--- src/include/jog_pkg.sv ---
// constants for jog step selection
// Operation
// selection bits 0..5 pick step one, ten, hundred, thousand, ten thousand, variable
// step selection only applies in jog mode, except with handwheel position offset
// fixed step distances come from shared step size table
// variable step uses separately configured variable step size
// effective selection sets matching bit in active-function status byte
// several selection bits set at once activates no function for that axis
// clearing or changing selection aborts a step in progress
// bit 6 selects continuous jogging with plus/minus keys in jog mode
// controller writes axis selections to bytes 13, 17, 21 cyclically
// motion status: command plus/minus bits 7/6, request 5/4, handwheels bits 2..0
// active status: continuous bit 6, variable bit 5, steps bits 4..0
// plus and minus together start nothing and abort any motion
// invalid or absent selection clears all active-function bits
package jog_pkg;
  localparam logic [7:0] OFS_AX1_SEL   = 8'h0D;
  localparam logic [7:0] OFS_AX2_SEL   = 8'h11;
  localparam logic [7:0] OFS_AX3_SEL   = 8'h15;
  localparam logic [7:0] OFS_PANEL     = 8'h18;
  localparam logic [7:0] OFS_HW_FLAGS  = 8'h21;
  localparam logic [7:0] OFS_MISC      = 8'h25;
  localparam logic [7:0] OFS_AX1_MOT   = 8'h28;
  localparam logic [7:0] OFS_AX1_ACT   = 8'h29;
  localparam logic [7:0] OFS_AX2_MOT   = 8'h2E;
  localparam logic [7:0] OFS_AX2_ACT   = 8'h2F;
  localparam logic [7:0] OFS_AX3_MOT   = 8'h34;
  localparam logic [7:0] OFS_AX3_ACT   = 8'h35;
  localparam logic [7:0] OFS_TAB0      = 8'h60;
  localparam logic [7:0] OFS_VAR_STEP  = 8'h65;
  localparam logic [7:0] OFS_MODE      = 8'h66;
  localparam int         BIT_CONT      = 6;
  localparam int         BIT_VAR       = 5;
  localparam int         BIT_MOT_CMD_P = 7;
  localparam int         BIT_MOT_CMD_M = 6;
  localparam int         BIT_MOT_REQ_P = 5;
  localparam int         BIT_MOT_REQ_M = 4;
  localparam int         BIT_MODE_JOG  = 0;
  localparam int         BIT_MODE_OFS  = 1;
  localparam logic [7:0] RST_SEL       = 8'h00;
  localparam logic [7:0] RST_TAB0      = 8'h01;
  localparam logic [7:0] RST_TAB1      = 8'h0A;
  localparam logic [7:0] RST_TAB2      = 8'h64;
  localparam logic [7:0] RST_TAB3      = 8'hFF;
  localparam logic [7:0] RST_TAB4      = 8'hFF;
  localparam logic [7:0] RST_VAR_STEP  = 8'h05;
  localparam logic [7:0] RST_MODE      = 8'h00;
  localparam int         NUM_AXES      = 3;
  localparam int         NUM_STEPS     = 5;
endpackage

--- src/include/axis_if.sv ---
// per-axis selection and status bundle
`timescale 1ns/10ps
interface axis_if;
  logic [7:0] sel;
  logic [7:0] step_tab [0:4];
  logic [7:0] var_step;
  logic       jog_mode;
  logic       ofs_mode;
  logic       key_plus;
  logic       key_minus;
  logic [2:0] hw_active;
  logic       hw_detent;
  logic [7:0] mot_status;
  logic [7:0] act_status;
  modport ctrl (output sel, step_tab, var_step, jog_mode, ofs_mode, key_plus, key_minus,
                hw_active, hw_detent, input mot_status, act_status);
  modport axis (input sel, step_tab, var_step, jog_mode, ofs_mode, key_plus, key_minus,
                hw_active, hw_detent, output mot_status, act_status);
endinterface

--- src/hw/jog_axis.sv ---
// one geometry axis: selection check, step motion, status bytes
`timescale 1ns/10ps
module jog_axis
  import jog_pkg::*;
(
  input wire logic sys_clk,
  input wire logic rst_n,
  axis_if.axis     a
);
  typedef enum logic [2:0] {
    ST_IDLE = 3'b001,
    ST_STEP = 3'b010,
    ST_CONT = 3'b100
  } mot_e;

  mot_e        state_q;
  mot_e        state_d;
  logic [6:0]  sel_last_q;
  logic [7:0]  remain_q;
  logic [7:0]  remain_d;
  logic        dir_q;
  logic        dir_d;
  logic        kp_q;
  logic        km_q;

  // ---------------------------------------------
  // selection decode
  // ---------------------------------------------
  wire [6:0] sel7      = a.sel[6:0];
  // more than one bit means nothing active
  wire       one_hot   = (sel7 != 7'h00) && ((sel7 & (sel7 - 7'h01)) == 7'h00);
  // jog mode or handwheel offset
  wire       mode_ok   = a.jog_mode | a.ofs_mode;
  wire       valid     = one_hot && mode_ok && (!sel7[BIT_CONT] || a.jog_mode);
  // invalid clears every active bit
  wire [6:0] active    = valid ? sel7 : 7'h00;
  // both keys means no motion
  wire       both      = a.key_plus & a.key_minus;
  wire       kp_rise   = a.key_plus & ~kp_q & ~a.key_minus;
  wire       km_rise   = a.key_minus & ~km_q & ~a.key_plus;
  wire       hw_start  = a.hw_detent & ~both;
  // change of selection aborts step
  wire       sel_chg   = sel_last_q != active;

  // step distance from table or variable size
  function automatic logic [7:0] step_dist(input logic [6:0] s);
    logic [7:0] d;
    d = 8'h00;
    for (int i = 0; i < NUM_STEPS; i++) begin
      if (s[i]) begin
        d = a.step_tab[i];
      end
    end
    if (s[BIT_VAR]) begin
      d = a.var_step;
    end
    return d;
  endfunction

  always_comb begin
    state_d  = state_q;
    remain_d = remain_q;
    dir_d    = dir_q;
    unique case (state_q)
      ST_IDLE: begin
        // continuous jogging with keys
        if (active[BIT_CONT] && (kp_rise || km_rise)) begin
          state_d = ST_CONT;
          dir_d   = kp_rise;
        end else if (active[5:0] != 6'h00 && (kp_rise || km_rise || hw_start)) begin
          // selected step size is the move
          state_d  = ST_STEP;
          dir_d    = hw_start ? 1'b1 : kp_rise;
          remain_d = step_dist(active);
        end
      end
      ST_STEP: begin
        if (sel_chg || both || remain_q <= 8'h01) begin
          state_d  = ST_IDLE;
          remain_d = 8'h00;
        end else begin
          remain_d = remain_q - 8'h01;
        end
      end
      ST_CONT: begin
        if (sel_chg || both || (dir_q ? !a.key_plus : !a.key_minus)) begin
          state_d = ST_IDLE;
        end
      end
      default: state_d = ST_IDLE;
    endcase
  end

  always_ff @(posedge sys_clk or negedge rst_n) begin
    if (!rst_n) begin
      state_q    <= ST_IDLE;
      remain_q   <= 8'h00;
      dir_q      <= 1'b0;
      sel_last_q <= 7'h00;
      kp_q       <= 1'b0;
      km_q       <= 1'b0;
    end else begin
      state_q    <= state_d;
      remain_q   <= remain_d;
      dir_q      <= dir_d;
      sel_last_q <= active;
      kp_q       <= a.key_plus;
      km_q       <= a.key_minus;
    end
  end

  // ---------------------------------------------
  // status bytes
  // ---------------------------------------------
  wire moving = state_q != ST_IDLE;
  // motion status layout
  assign a.mot_status = {moving & dir_q, moving & ~dir_q,
                         a.key_plus & ~both, a.key_minus & ~both, 1'b0, a.hw_active};
  // active function layout
  assign a.act_status = {1'b0, sel_last_q};
endmodule

--- src/hw/jog_increment_select.sv ---
// channel jog step selection with register port
//
// The strobed register port was left to the implementer.
`timescale 1ns/10ps
module jog_increment_select
  import jog_pkg::*;
(
  input  wire logic       sys_clk,
  input  wire logic       rst_n,
  input  wire logic [7:0] reg_addr,
  input  wire logic [7:0] reg_wdata,
  input  wire logic       reg_wr,
  input  wire logic       reg_rd,
  output logic      [7:0] reg_rdata,
  input  wire logic [2:0] key_plus_pin,
  input  wire logic [2:0] key_minus_pin,
  input  wire logic [2:0] hw_detent_pin,
  input  wire logic [8:0] hw_active_pin,
  input  wire logic [7:0] panel_pin,
  input  wire logic [7:0] hw_flags_pin,
  input  wire logic [7:0] misc_pin,
  output logic      [2:0] axis_moving
);
  // ---------------------------------------------
  // pin synchronisers
  // ---------------------------------------------
  logic [41:0] pin_s1_q;
  logic [41:0] pin_s2_q;
  wire  [41:0] pin_raw = {misc_pin, hw_flags_pin, panel_pin, hw_active_pin,
                          hw_detent_pin, key_minus_pin, key_plus_pin};

  always_ff @(posedge sys_clk or negedge rst_n) begin
    if (!rst_n) begin
      pin_s1_q <= 42'h0;
      pin_s2_q <= 42'h0;
    end else begin
      pin_s1_q <= pin_raw;
      pin_s2_q <= pin_s1_q;
    end
  end

  wire [2:0] kp_s   = pin_s2_q[2:0];
  wire [2:0] km_s   = pin_s2_q[5:3];
  wire [2:0] hd_s   = pin_s2_q[8:6];
  wire [8:0] ha_s   = pin_s2_q[17:9];
  wire [7:0] pan_s  = pin_s2_q[25:18];
  wire [7:0] hwf_s  = pin_s2_q[33:26];
  wire [7:0] misc_s = pin_s2_q[41:34];

  // ---------------------------------------------
  // writable registers
  // ---------------------------------------------
  logic [7:0] sel_q   [0:NUM_AXES-1];
  logic [7:0] tab_q   [0:NUM_STEPS-1];
  logic [7:0] var_q;
  logic [7:0] mode_q;

  function automatic logic [7:0] sel_ofs(input int i);
    return (i == 0) ? OFS_AX1_SEL : (i == 1) ? OFS_AX2_SEL : OFS_AX3_SEL;
  endfunction

  function automatic logic [7:0] tab_rst(input int i);
    return (i == 0) ? RST_TAB0 : (i == 1) ? RST_TAB1 : (i == 2) ? RST_TAB2 :
           (i == 3) ? RST_TAB3 : RST_TAB4;
  endfunction

  always_ff @(posedge sys_clk or negedge rst_n) begin
    if (!rst_n) begin
      for (int i = 0; i < NUM_AXES; i++) begin
        sel_q[i] <= RST_SEL;
      end
      for (int i = 0; i < NUM_STEPS; i++) begin
        tab_q[i] <= tab_rst(i);
      end
      var_q  <= RST_VAR_STEP;
      mode_q <= RST_MODE;
    end else if (reg_wr) begin
      // controller refreshes selection bytes
      for (int i = 0; i < NUM_AXES; i++) begin
        if (reg_addr == sel_ofs(i)) begin
          sel_q[i] <= reg_wdata;
        end
      end
      // shared step table
      for (int i = 0; i < NUM_STEPS; i++) begin
        if (reg_addr == OFS_TAB0 + 8'(i)) begin
          tab_q[i] <= reg_wdata;
        end
      end
      // variable step size
      if (reg_addr == OFS_VAR_STEP) begin
        var_q <= reg_wdata;
      end
      if (reg_addr == OFS_MODE) begin
        mode_q <= reg_wdata;
      end
    end
  end

  // ---------------------------------------------
  // axes
  // ---------------------------------------------
  logic [7:0] mot_w [0:NUM_AXES-1];
  logic [7:0] act_w [0:NUM_AXES-1];

  for (genvar g = 0; g < NUM_AXES; g++) begin : gen_axis
    axis_if ax ();
    assign ax.sel       = sel_q[g];
    assign ax.step_tab  = tab_q;
    assign ax.var_step  = var_q;
    assign ax.jog_mode  = mode_q[BIT_MODE_JOG];
    assign ax.ofs_mode  = mode_q[BIT_MODE_OFS];
    assign ax.key_plus  = kp_s[g];
    assign ax.key_minus = km_s[g];
    assign ax.hw_active = ha_s[3*g +: 3];
    assign ax.hw_detent = hd_s[g];
    assign mot_w[g]     = ax.mot_status;
    assign act_w[g]     = ax.act_status;
    jog_axis jog_axis_i (
      .sys_clk (sys_clk),
      .rst_n   (rst_n),
      .a       (ax)
    );
  end

  // ---------------------------------------------
  // read mux
  // ---------------------------------------------
  logic [7:0] rd_mux;
  always_comb begin
    rd_mux = 8'h00;
    unique case (reg_addr)
      OFS_AX1_SEL:  rd_mux = sel_q[0];
      OFS_AX2_SEL:  rd_mux = sel_q[1];
      OFS_AX3_SEL:  rd_mux = sel_q[2];
      OFS_PANEL:    rd_mux = pan_s;
      OFS_HW_FLAGS: rd_mux = hwf_s;
      OFS_MISC:     rd_mux = misc_s;
      OFS_AX1_MOT:  rd_mux = mot_w[0];
      OFS_AX1_ACT:  rd_mux = act_w[0];
      OFS_AX2_MOT:  rd_mux = mot_w[1];
      OFS_AX2_ACT:  rd_mux = act_w[1];
      OFS_AX3_MOT:  rd_mux = mot_w[2];
      OFS_AX3_ACT:  rd_mux = act_w[2];
      OFS_VAR_STEP: rd_mux = var_q;
      OFS_MODE:     rd_mux = mode_q;
      default: begin
        for (int i = 0; i < NUM_STEPS; i++) begin
          if (reg_addr == OFS_TAB0 + 8'(i)) begin
            rd_mux = tab_q[i];
          end
        end
      end
    endcase
  end

  always_ff @(posedge sys_clk or negedge rst_n) begin
    if (!rst_n) begin
      reg_rdata   <= 8'h00;
      axis_moving <= 3'b000;
    end else begin
      reg_rdata   <= reg_rd ? rd_mux : 8'h00;
      axis_moving <= {mot_w[2][BIT_MOT_CMD_P] | mot_w[2][BIT_MOT_CMD_M],
                      mot_w[1][BIT_MOT_CMD_P] | mot_w[1][BIT_MOT_CMD_M],
                      mot_w[0][BIT_MOT_CMD_P] | mot_w[0][BIT_MOT_CMD_M]};
    end
  end
endmodule

--- config.mk ---
export PLATFORM = sky130hd
export DESIGN_NAME = jog_increment_select
export DESIGN_NICKNAME = d
export VERILOG_FILES = /design/src/include/jog_pkg.sv /design/src/include/axis_if.sv /design/src/hw/jog_axis.sv /design/src/hw/jog_increment_select.sv
export SDC_FILE = /design/constraint.sdc
export NUM_CORES = 1
export LEC_CHECK = 0
export CORE_ASPECT_RATIO = 0.6
export CORE_MARGIN = 5
export CORE_UTILIZATION = 40
export CTS_CLUSTER_DIAMETER = 200
export DETAILED_ROUTE_END_ITERATION = 10
export DONT_BUFFER_PORTS = 1
export SLEW_MARGIN = 10
export SYNTH_ARGS = -nofsm -noshare
export SYNTH_HDL_FRONTEND = slang
export SYNTH_SLANG_ARGS = --single-unit
--- constraint.sdc ---
create_clock -name sys_clk -period 3.2 [get_ports sys_clk]
set_clock_uncertainty 0.1 [all_clocks]
set_input_delay 0.16 -clock sys_clk [delete_from_list [all_inputs] [get_ports sys_clk]]
set_output_delay 0.16 -clock sys_clk [all_outputs]
set_load 0.05 [all_outputs]
==> impl_metrics.ini, run 1 <==
[placement]
dp_hpwl_mm = 29.08
place.gp.congestion = 1.052
place_area_um2 = 12290
place_inst = 1470
port_buffers = 0

[worst_hold_path]
min_path_type = primary input to asynchronous set/reset pin

[grt]
antenna_found_initial = 6
grt_pass1_wl_mm = 61.16
track_usage_pct = 24.57
grt_pass1_vias = 9225
grt_overflow_total = 0
grt_max_degree = 239

[timing]
rsz0062_at_grt = false
fin_crit_ps = 2951
worst_slew_pin_slew_ps = 891.4
relSlewSlack_pct = 40.37
tns_ps = 0
fmax_mhz = 338.9
setup_viol = 0
slew_violations = 0
hold_viol_final = 238
worst_hold_slack_ps = -785.2
fin_crit_sh_pct = 92.21

[drt]
dr.pass1.iters = 7
routed.top_layer = met5
via_per_inst = 6.205
wire_per_inst_um = 26.19
postRouteAntennaNets = 0
wl_met2_mm = 15.28
met1_length_mm = 18.09
routed-wl-met3_mm = 6.667
finalWirelength_mm = 41.10
vias = 9735
remaining_drc_errors = 0
drt_iter0_markers = 1411

[run]
maxCapViolCount = 0

[critical_path]
crit_arrival_ps = 3320
cp_max_fo = 12
slowest_delay_ps = 550
r2r_setup_slack_ps = 250
crit_path_cell_trace = or4b_1 > a2bb2oi_1 > a211oi_4 > a22o_1 > o2111ai_1 > or3_1 > o221ai_2
cp_data_required_time_ps = 3570
path_delay_family = compound AO/OA/AOI/OAI gates
critical_path.slowest_cell = or4b_1
crit_buf_inv = 0
worstSetupEndpointType = flop
startpoint_type = flop
path_class = flop to flop

[synth]
yosys.cell_types.count = 81
yosys.area.top_type = dfrtp_1
synth_flop_cell = dfrtp_1
synth-async-reset-ratio_pct = 100.0
avgSynthCellArea_um2 = 10.73
ys_ff_latch = 238
yosys-top-cells-area = dfrtp_1 (45%), mux2_2 (7.9%), dfstp_2 (6.0%), a22oi_1 (2.9%), nand2_1 (2.6%)
ys_warn_count = 0
syn-cell-area_um2 = 11760
ys_seq_area_share_pct = 50.95
syn_inst = 1096
synth_top_cell_area_share_pct = 44.91
synth_edf_count = 0
syn_nets = 1164

[cts]
clock-sinks = 238
path_clk_slew_ps = 70
clk_latency_ps = 560
clockBufferDepth = 3
cts_setup_buffers = 0
cts_hold_buffers = 51
tritoncts = done
htreeDepth = 1
cts_made_buffers = 24
root_buffer = clkbuf_16

[layout]
fin_cells = 1569
final_area_um2 = 13700
fill_cells = 2670
syn_to_final_growth_pct = 16.51
final_nets = 1215
drive_above_1_share_pct = 19.40
final_util_pct = 47.41

[floorplan]
core_area_um2 = 28890
start_util_pct = 40.70
dieArea_um2 = 33030
die_height_um = 142.8
rows = 48
die_w_um = 231.3
pin_count = 73

[power_and_ir_drop]
clockPowerShare_pct = 45.0
seq_power_share_pct = 47.1
switching_power_mw = 1.827
switching_share_pct = 26.14
total_power_mw = 6.989
cellPowerDensity_nw_per_um2 = 510.3
leakagePower_nw = 5.817
combinationalPowerShare_pct = 8.0
internal_power_mw = 5.162
vdd_ir_drop_max_mv = 0.3997

[outcome]
status = complete, but fails checks
violations = negative hold slack
[power by group through the flow]
stage	clock, mW	combinational [mW]	sequential [mW]
after floorplan	0	0.367	3.26
after global placement	0	0.455	3.33
after detailed placement	0	0.456	3.33
after CTS	3.19	0.537	3.28
after global routing	3.34	0.591	3.30
final	3.14	0.557	3.29
[state kept, by name, summed over array words and instances (netlist names)]
name	flops
gen_axis.jog_axis_i.remain_q	24
gen_axis.jog_axis_i.sel_last_q	21
pin_s2_q	42
gen_axis.jog_axis_i.state_q	9
axis_moving	3
gen_axis.jog_axis_i.km_q	3
gen_axis.jog_axis_i.kp_q	3
reg_rdata	8
pin_s1_q	42
gen_axis.ax.step_tab	40
gen_axis.ax.sel	24
gen_axis.ax.var_step	8
mode_q	8
gen_axis.jog_axis_i.dir_q	3
[logic make-up after synthesis]
group,count (synthesis),share of synthesized area (%)
and+or+nand+nor,326,14.96
AOI/OAI and AO/OA,308,19.32
DFF,238,50.95
buffers and inverters,107,3.768
muxes,94,9.089
xor gates and xnor gates,16,1.192
adders and majority gates,7,0.7237
[cells in the final DEF, fill, tap and decap left out, drive strengths merged, types with 13 or more instances in the layout]
cell type | netlist | final
nor2 | 46 | 46
and2 | 21 | 21
a22oi | 45 | 45
nor3 | 25 | 25
nor2b | 22 | 22
nand3 | 30 | 30
buf | 26 | 45
clkbuf | 45 | 26
o211ai | 16 | 16
nand2 | 81 | 81
o21ai | 44 | 44
mux2 | 82 | 82
dfstp | 27 | 27
a221oi | 14 | 14
nand4 | 15 | 15
a222oi | 13 | 13
nor4 | 16 | 16
nand3b | 13 | 13
a31oi | 13 | 13
a21oi | 48 | 48
dlygate4sd3 | 0 | 51
inv | 36 | 39
dfrtp | 211 | 211
nand2b | 16 | 16
[final timing paths]
| check | start | end | cells after the start |
|---|---|---|---|
| worst min register to register | pin_s1_q[10] | pin_s2_q[10] | 0 |
| min in group sys_clk | key_plus_pin[2] | pin_s1_q[2] | 1 |
| worst min-delay path | rst_n | gen_axis[2].jog_axis_i.remain_q[3] | 0 |
| worst max register to register | gen_axis[1].ax.sel[1] | gen_axis[1].jog_axis_i.remain_q[2] | 7 |
| max in group asynchronous | rst_n | gen_axis[1].jog_axis_i.sel_last_q[2] | 0 |
| worst max-delay path | gen_axis[1].ax.sel[1] | gen_axis[1].jog_axis_i.remain_q[2] | 7 |
[synth_stat cells, drive strengths merged, types with 10 or more instances]
cell / instances
a31oi: 13
a211oi: 11
nor2b: 22
nor4: 16
and2: 21
mux2i: 10
o211ai: 16
inv: 36
buf: 26
nand4: 15
a222oi: 13
a221oi: 14
a22oi: 45
nand3: 30
o21a: 11
xnor2: 11
nand2b: 16
clkbuf: 45
a21oi: 48
o21ai: 44
nor3: 25
dfrtp: 211
mux2: 82
nand2: 81
nor2: 46
nand3b: 13
dfstp: 27
[area by class of cell]
class	instances	area (µm²)	area share, %
antenna	4	10.01	0.07308
clock buffer	26	628.1	4.586
clock inverter	18	255.2	1.864
inverter	36	135.1	0.9866
multi-input combinational	751	5330	38.91
sequential	238	5989	43.73
tap	400	500.5	3.654
timing repair buffer	96	848.3	6.193
[per-layer routing]
metal / global-route usage [%] / vias to the layer above
met3: 13.00 / 90
met5: 0 / -
met4: 4.938 / 4
met2: 31.13 / 645
met1: 36.79 / 4761
li1: - / 4235
[repair_timing]
| item | in CTS | in global routing |
|---|---|---|
| hold endpoints to repair | 368 | 238 |
| setup endpoints to repair | 0 | 3 |
| gates resized for setup | 0 | 1 |
[stage by stage]
| step | hold slack [ps] | setup slack (ps) |
|---|---|---|
| 2_1_floorplan | -235.6 | 528.9 |
| 3_3_place_gp | -228.2 | 363.2 |
| 3_5_place_dp | -226.5 | 300.3 |
| 4_1_cts | -817.7 | 263.1 |
| 5_1_grt | -807.3 | 47.95 |
| 6_report | -785.2 | 249.3 |
(Power assumes the default switching activity.)
==> inputs of run 2 (changes only) <==
--- a/config.mk
+++ b/config.mk
@@ -5,12 +5,15 @@
 export SDC_FILE = /design/constraint.sdc
 export NUM_CORES = 1
 export LEC_CHECK = 0
+export CELL_PAD_IN_SITES_DETAIL_PLACEMENT = 0
+export CELL_PAD_IN_SITES_GLOBAL_PLACEMENT = 2
 export CORE_ASPECT_RATIO = 0.6
 export CORE_MARGIN = 5
 export CORE_UTILIZATION = 40
 export CTS_CLUSTER_DIAMETER = 200
 export DETAILED_ROUTE_END_ITERATION = 10
 export DONT_BUFFER_PORTS = 1
+export PLACE_DENSITY_LB_ADDON = 0.1
 export SLEW_MARGIN = 10
 export SYNTH_ARGS = -nofsm -noshare
 export SYNTH_HDL_FRONTEND = slang
==> constraint.sdc (replaced) <==
create_clock -name sys_clk -period 2.8 [get_ports sys_clk]
set_clock_uncertainty 0.1 [all_clocks]
set_input_delay 0.14 -clock sys_clk [delete_from_list [all_inputs] [get_ports sys_clk]]
set_output_delay 0.14 -clock sys_clk [all_outputs]
set_load 0.05 [all_outputs]
==> run 2 against run 1 <==
The flow still finishes with violations (negative hold slack). Worst hold slack worse by 39 ps. Global-route usage increased by 1.6 points. Utilization rose by 1.3 points. Combinational power is 25% higher. Flip-flop and latch count is the same. Fmax increased by 9.3%. First-iteration DRC count decreased by 18%.
==> impl_metrics.ini, run 2 (synthesis gave the netlist of run 1 again) <==
[cts]
root_buffer = clkbuf_16
cts_hold_buffers = 54
htreeDepth = 1
clock-sinks = 238
clockBufferDepth = 3
cts_made_buffers = 24
clk_latency_ps = 560
path_clk_slew_ps = 70
tritoncts = done

[critical_path]
timing.rr.end = gen_axis[1].jog_axis_i.remain_q[2]
rr_worst_depth = 8
cp_max_fo = 8
path_class = flop to flop
cp_data_required_time_ps = 3160
crit-reg2reg-launch = gen_axis[1].ax.sel[0]
startpoint_type = flop
crit_arrival_ps = 3060
r2r_setup_slack_ps = 100
worstSetupEndpointType = flop

[drt]
finalWirelength_mm = 43.58
postRouteAntennaNets = 0
wire_per_inst_um = 27.22
remaining_drc_errors = 0
vias = 9792
dr.pass1.iters = 6
drt_iter0_markers = 1161
via_per_inst = 6.116

[grt]
grt_max_degree = 239
antenna_found_initial = 5
grt_busiest_layer = met1
grt_overflow_total = 0
track_usage_pct = 26.20
use_met1_pct = 40.77
grt_util_met2_pct = 34.52
grt_pass1_wl_mm = 64.50
use_met3_pct = 9.340
grt_pass1_vias = 9546

[run]
maxCapViolCount = 0

[timing]
relSlewSlack_pct = 44.83
slew_violations = 0
worst_hold_slack_ps = -824.2
fmax_mhz = 370.3
fin_crit_sh_pct = 96.45
setup_viol = 0
fin_crit_ps = 2701
worst_slew_pin_slew_ps = 824.8
hold_viol_final = 238
tns_ps = 0

[floorplan]
die_w_um = 231.3
rows = 48
pin_count = 73
dieArea_um2 = 33030
start_util_pct = 40.70
core_area_um2 = 28890
die_height_um = 142.8

[layout]
fill_cells = 2653
final_util_pct = 48.69
drive_above_1_share_pct = 22.50
final_cell_mix = dfrtp_1 (206), mux2_2 (82), nand2_1 (80), buf_4 (78), dlygate4sd3_1 (54)
multiInputGateArea_um2 = 5436
seq_area_um2 = 5996
final_nets = 1251
layout_commonest_cell = dfrtp_1
syn_to_final_growth_pct = 19.64

[power_and_ir_drop]
seq_power_share_pct = 46.9
clockPowerShare_pct = 44.4
internal_power_mw = 6.031
switching_share_pct = 24.62
vdd_ir_drop_max_mv = 0.4497
cellPowerDensity_nw_per_um2 = 568.9
combinationalPowerShare_pct = 8.7
switching_power_mw = 1.970
leakagePower_nw = 6.013

[placement]
dp_hpwl_mm = 31.23
port_buffers = 0
place.gp.congestion = 0.9199

[outcome]
violations = negative hold slack
status = complete, but fails checks

[worst_hold_path]
min_path_type = primary input to asynchronous set/reset pin
-- run 2: cell types whose count changed in the layout (fill, tap and decap cells not counted), sizes merged --
cell and delta:
clkinvlp -4, diode -3, dlygate4sd3 +3, inv -3, clkbuf +8, bufinv +1, buf +33, clkinv -3
-- run 2: worst max path at each step --
stage	depth (start not counted)	endpoint	slack [ps]	start
floorplan	9	gen_axis[0].jog_axis_i.remain_q[7]	130	gen_axis[0].ax.sel[1]
global placement	7	gen_axis[1].jog_axis_i.remain_q[2]	90	gen_axis[1].ax.sel[0]
detailed placement	7	gen_axis[1].jog_axis_i.remain_q[2]	-7	gen_axis[1].ax.sel[0]
CTS	7	gen_axis[1].jog_axis_i.state_q[2]	40	gen_axis[1].ax.sel[0]
global route	8	gen_axis[1].jog_axis_i.remain_q[2]	-30	gen_axis[1].ax.sel[5]
finish	8	gen_axis[1].jog_axis_i.remain_q[2]	100	gen_axis[1].ax.sel[0]
-- run 2: final cells by class --
type                       instances  share of cell area [%]
sequential                       238                   42.63
inverter                          36                  0.9608
multi-input combinational        751                   38.65
clock buffer                      34                   4.750
antenna                            1                 0.01779
timing repair buffer             132                   8.006
tap                              400                   3.558
clock inverter                     9                   1.423
-- run 2: repair_timing --
action | 4_1_cts | 5_1_grt
endpoints found under the hold margin | 368 | 238
endpoints found under the setup margin | 3 | 22
resized for setup | 1 | 24
pin swaps | 0 | 4
buffers inserted | 0 | 2
-- run 2: worst max-delay path, cell delays in order (launching register included) --
cell and delay [ps]:
dfrtp_1 420, buf_4 200, or3_1 390, o32ai_1 510, nand2_1 90, o31ai_1 110
a31oi_2 100, or3_4 480, o221ai_2 190
-- run 2: stage by stage --
step | power, mW | cells | hold slack (ps) | instance area [µm²] | setup slack [ps]
after floorplan | 4.140 | 1096 | -255.6 | 11760 | 128.9
after global placement | 4.371 | 1501 | -248.2 | 12520 | 86.89
after detailed placement | 4.368 | 1501 | -249.5 | 12520 | -7.222
after CTS | 8.046 | 1598 | -849.4 | 13930 | 43.95
after global routing | 8.303 | 1600 | -853.0 | 14060 | -33.05
final | 8.001 | 1601 | -824.2 | 14060 | 99.46
-- run 2: power by group through the flow --
stage	logic (mW)	registers, mW	clock network [mW]
after floorplan	0.420	3.72	0
after global placement	0.565	3.81	0
after detailed placement	0.562	3.81	0
after CTS	0.659	3.74	3.64
after global routing	0.743	3.76	3.80
final	0.695	3.75	3.55
-- run 2: per-layer routing --
layer / wire length (µm) / share of wire [%]
met1: 21150 / 49
met2: 17000 / 39
met3: 4428 / 10
met4: 952 / 2.2
met5: 55 / 0.13
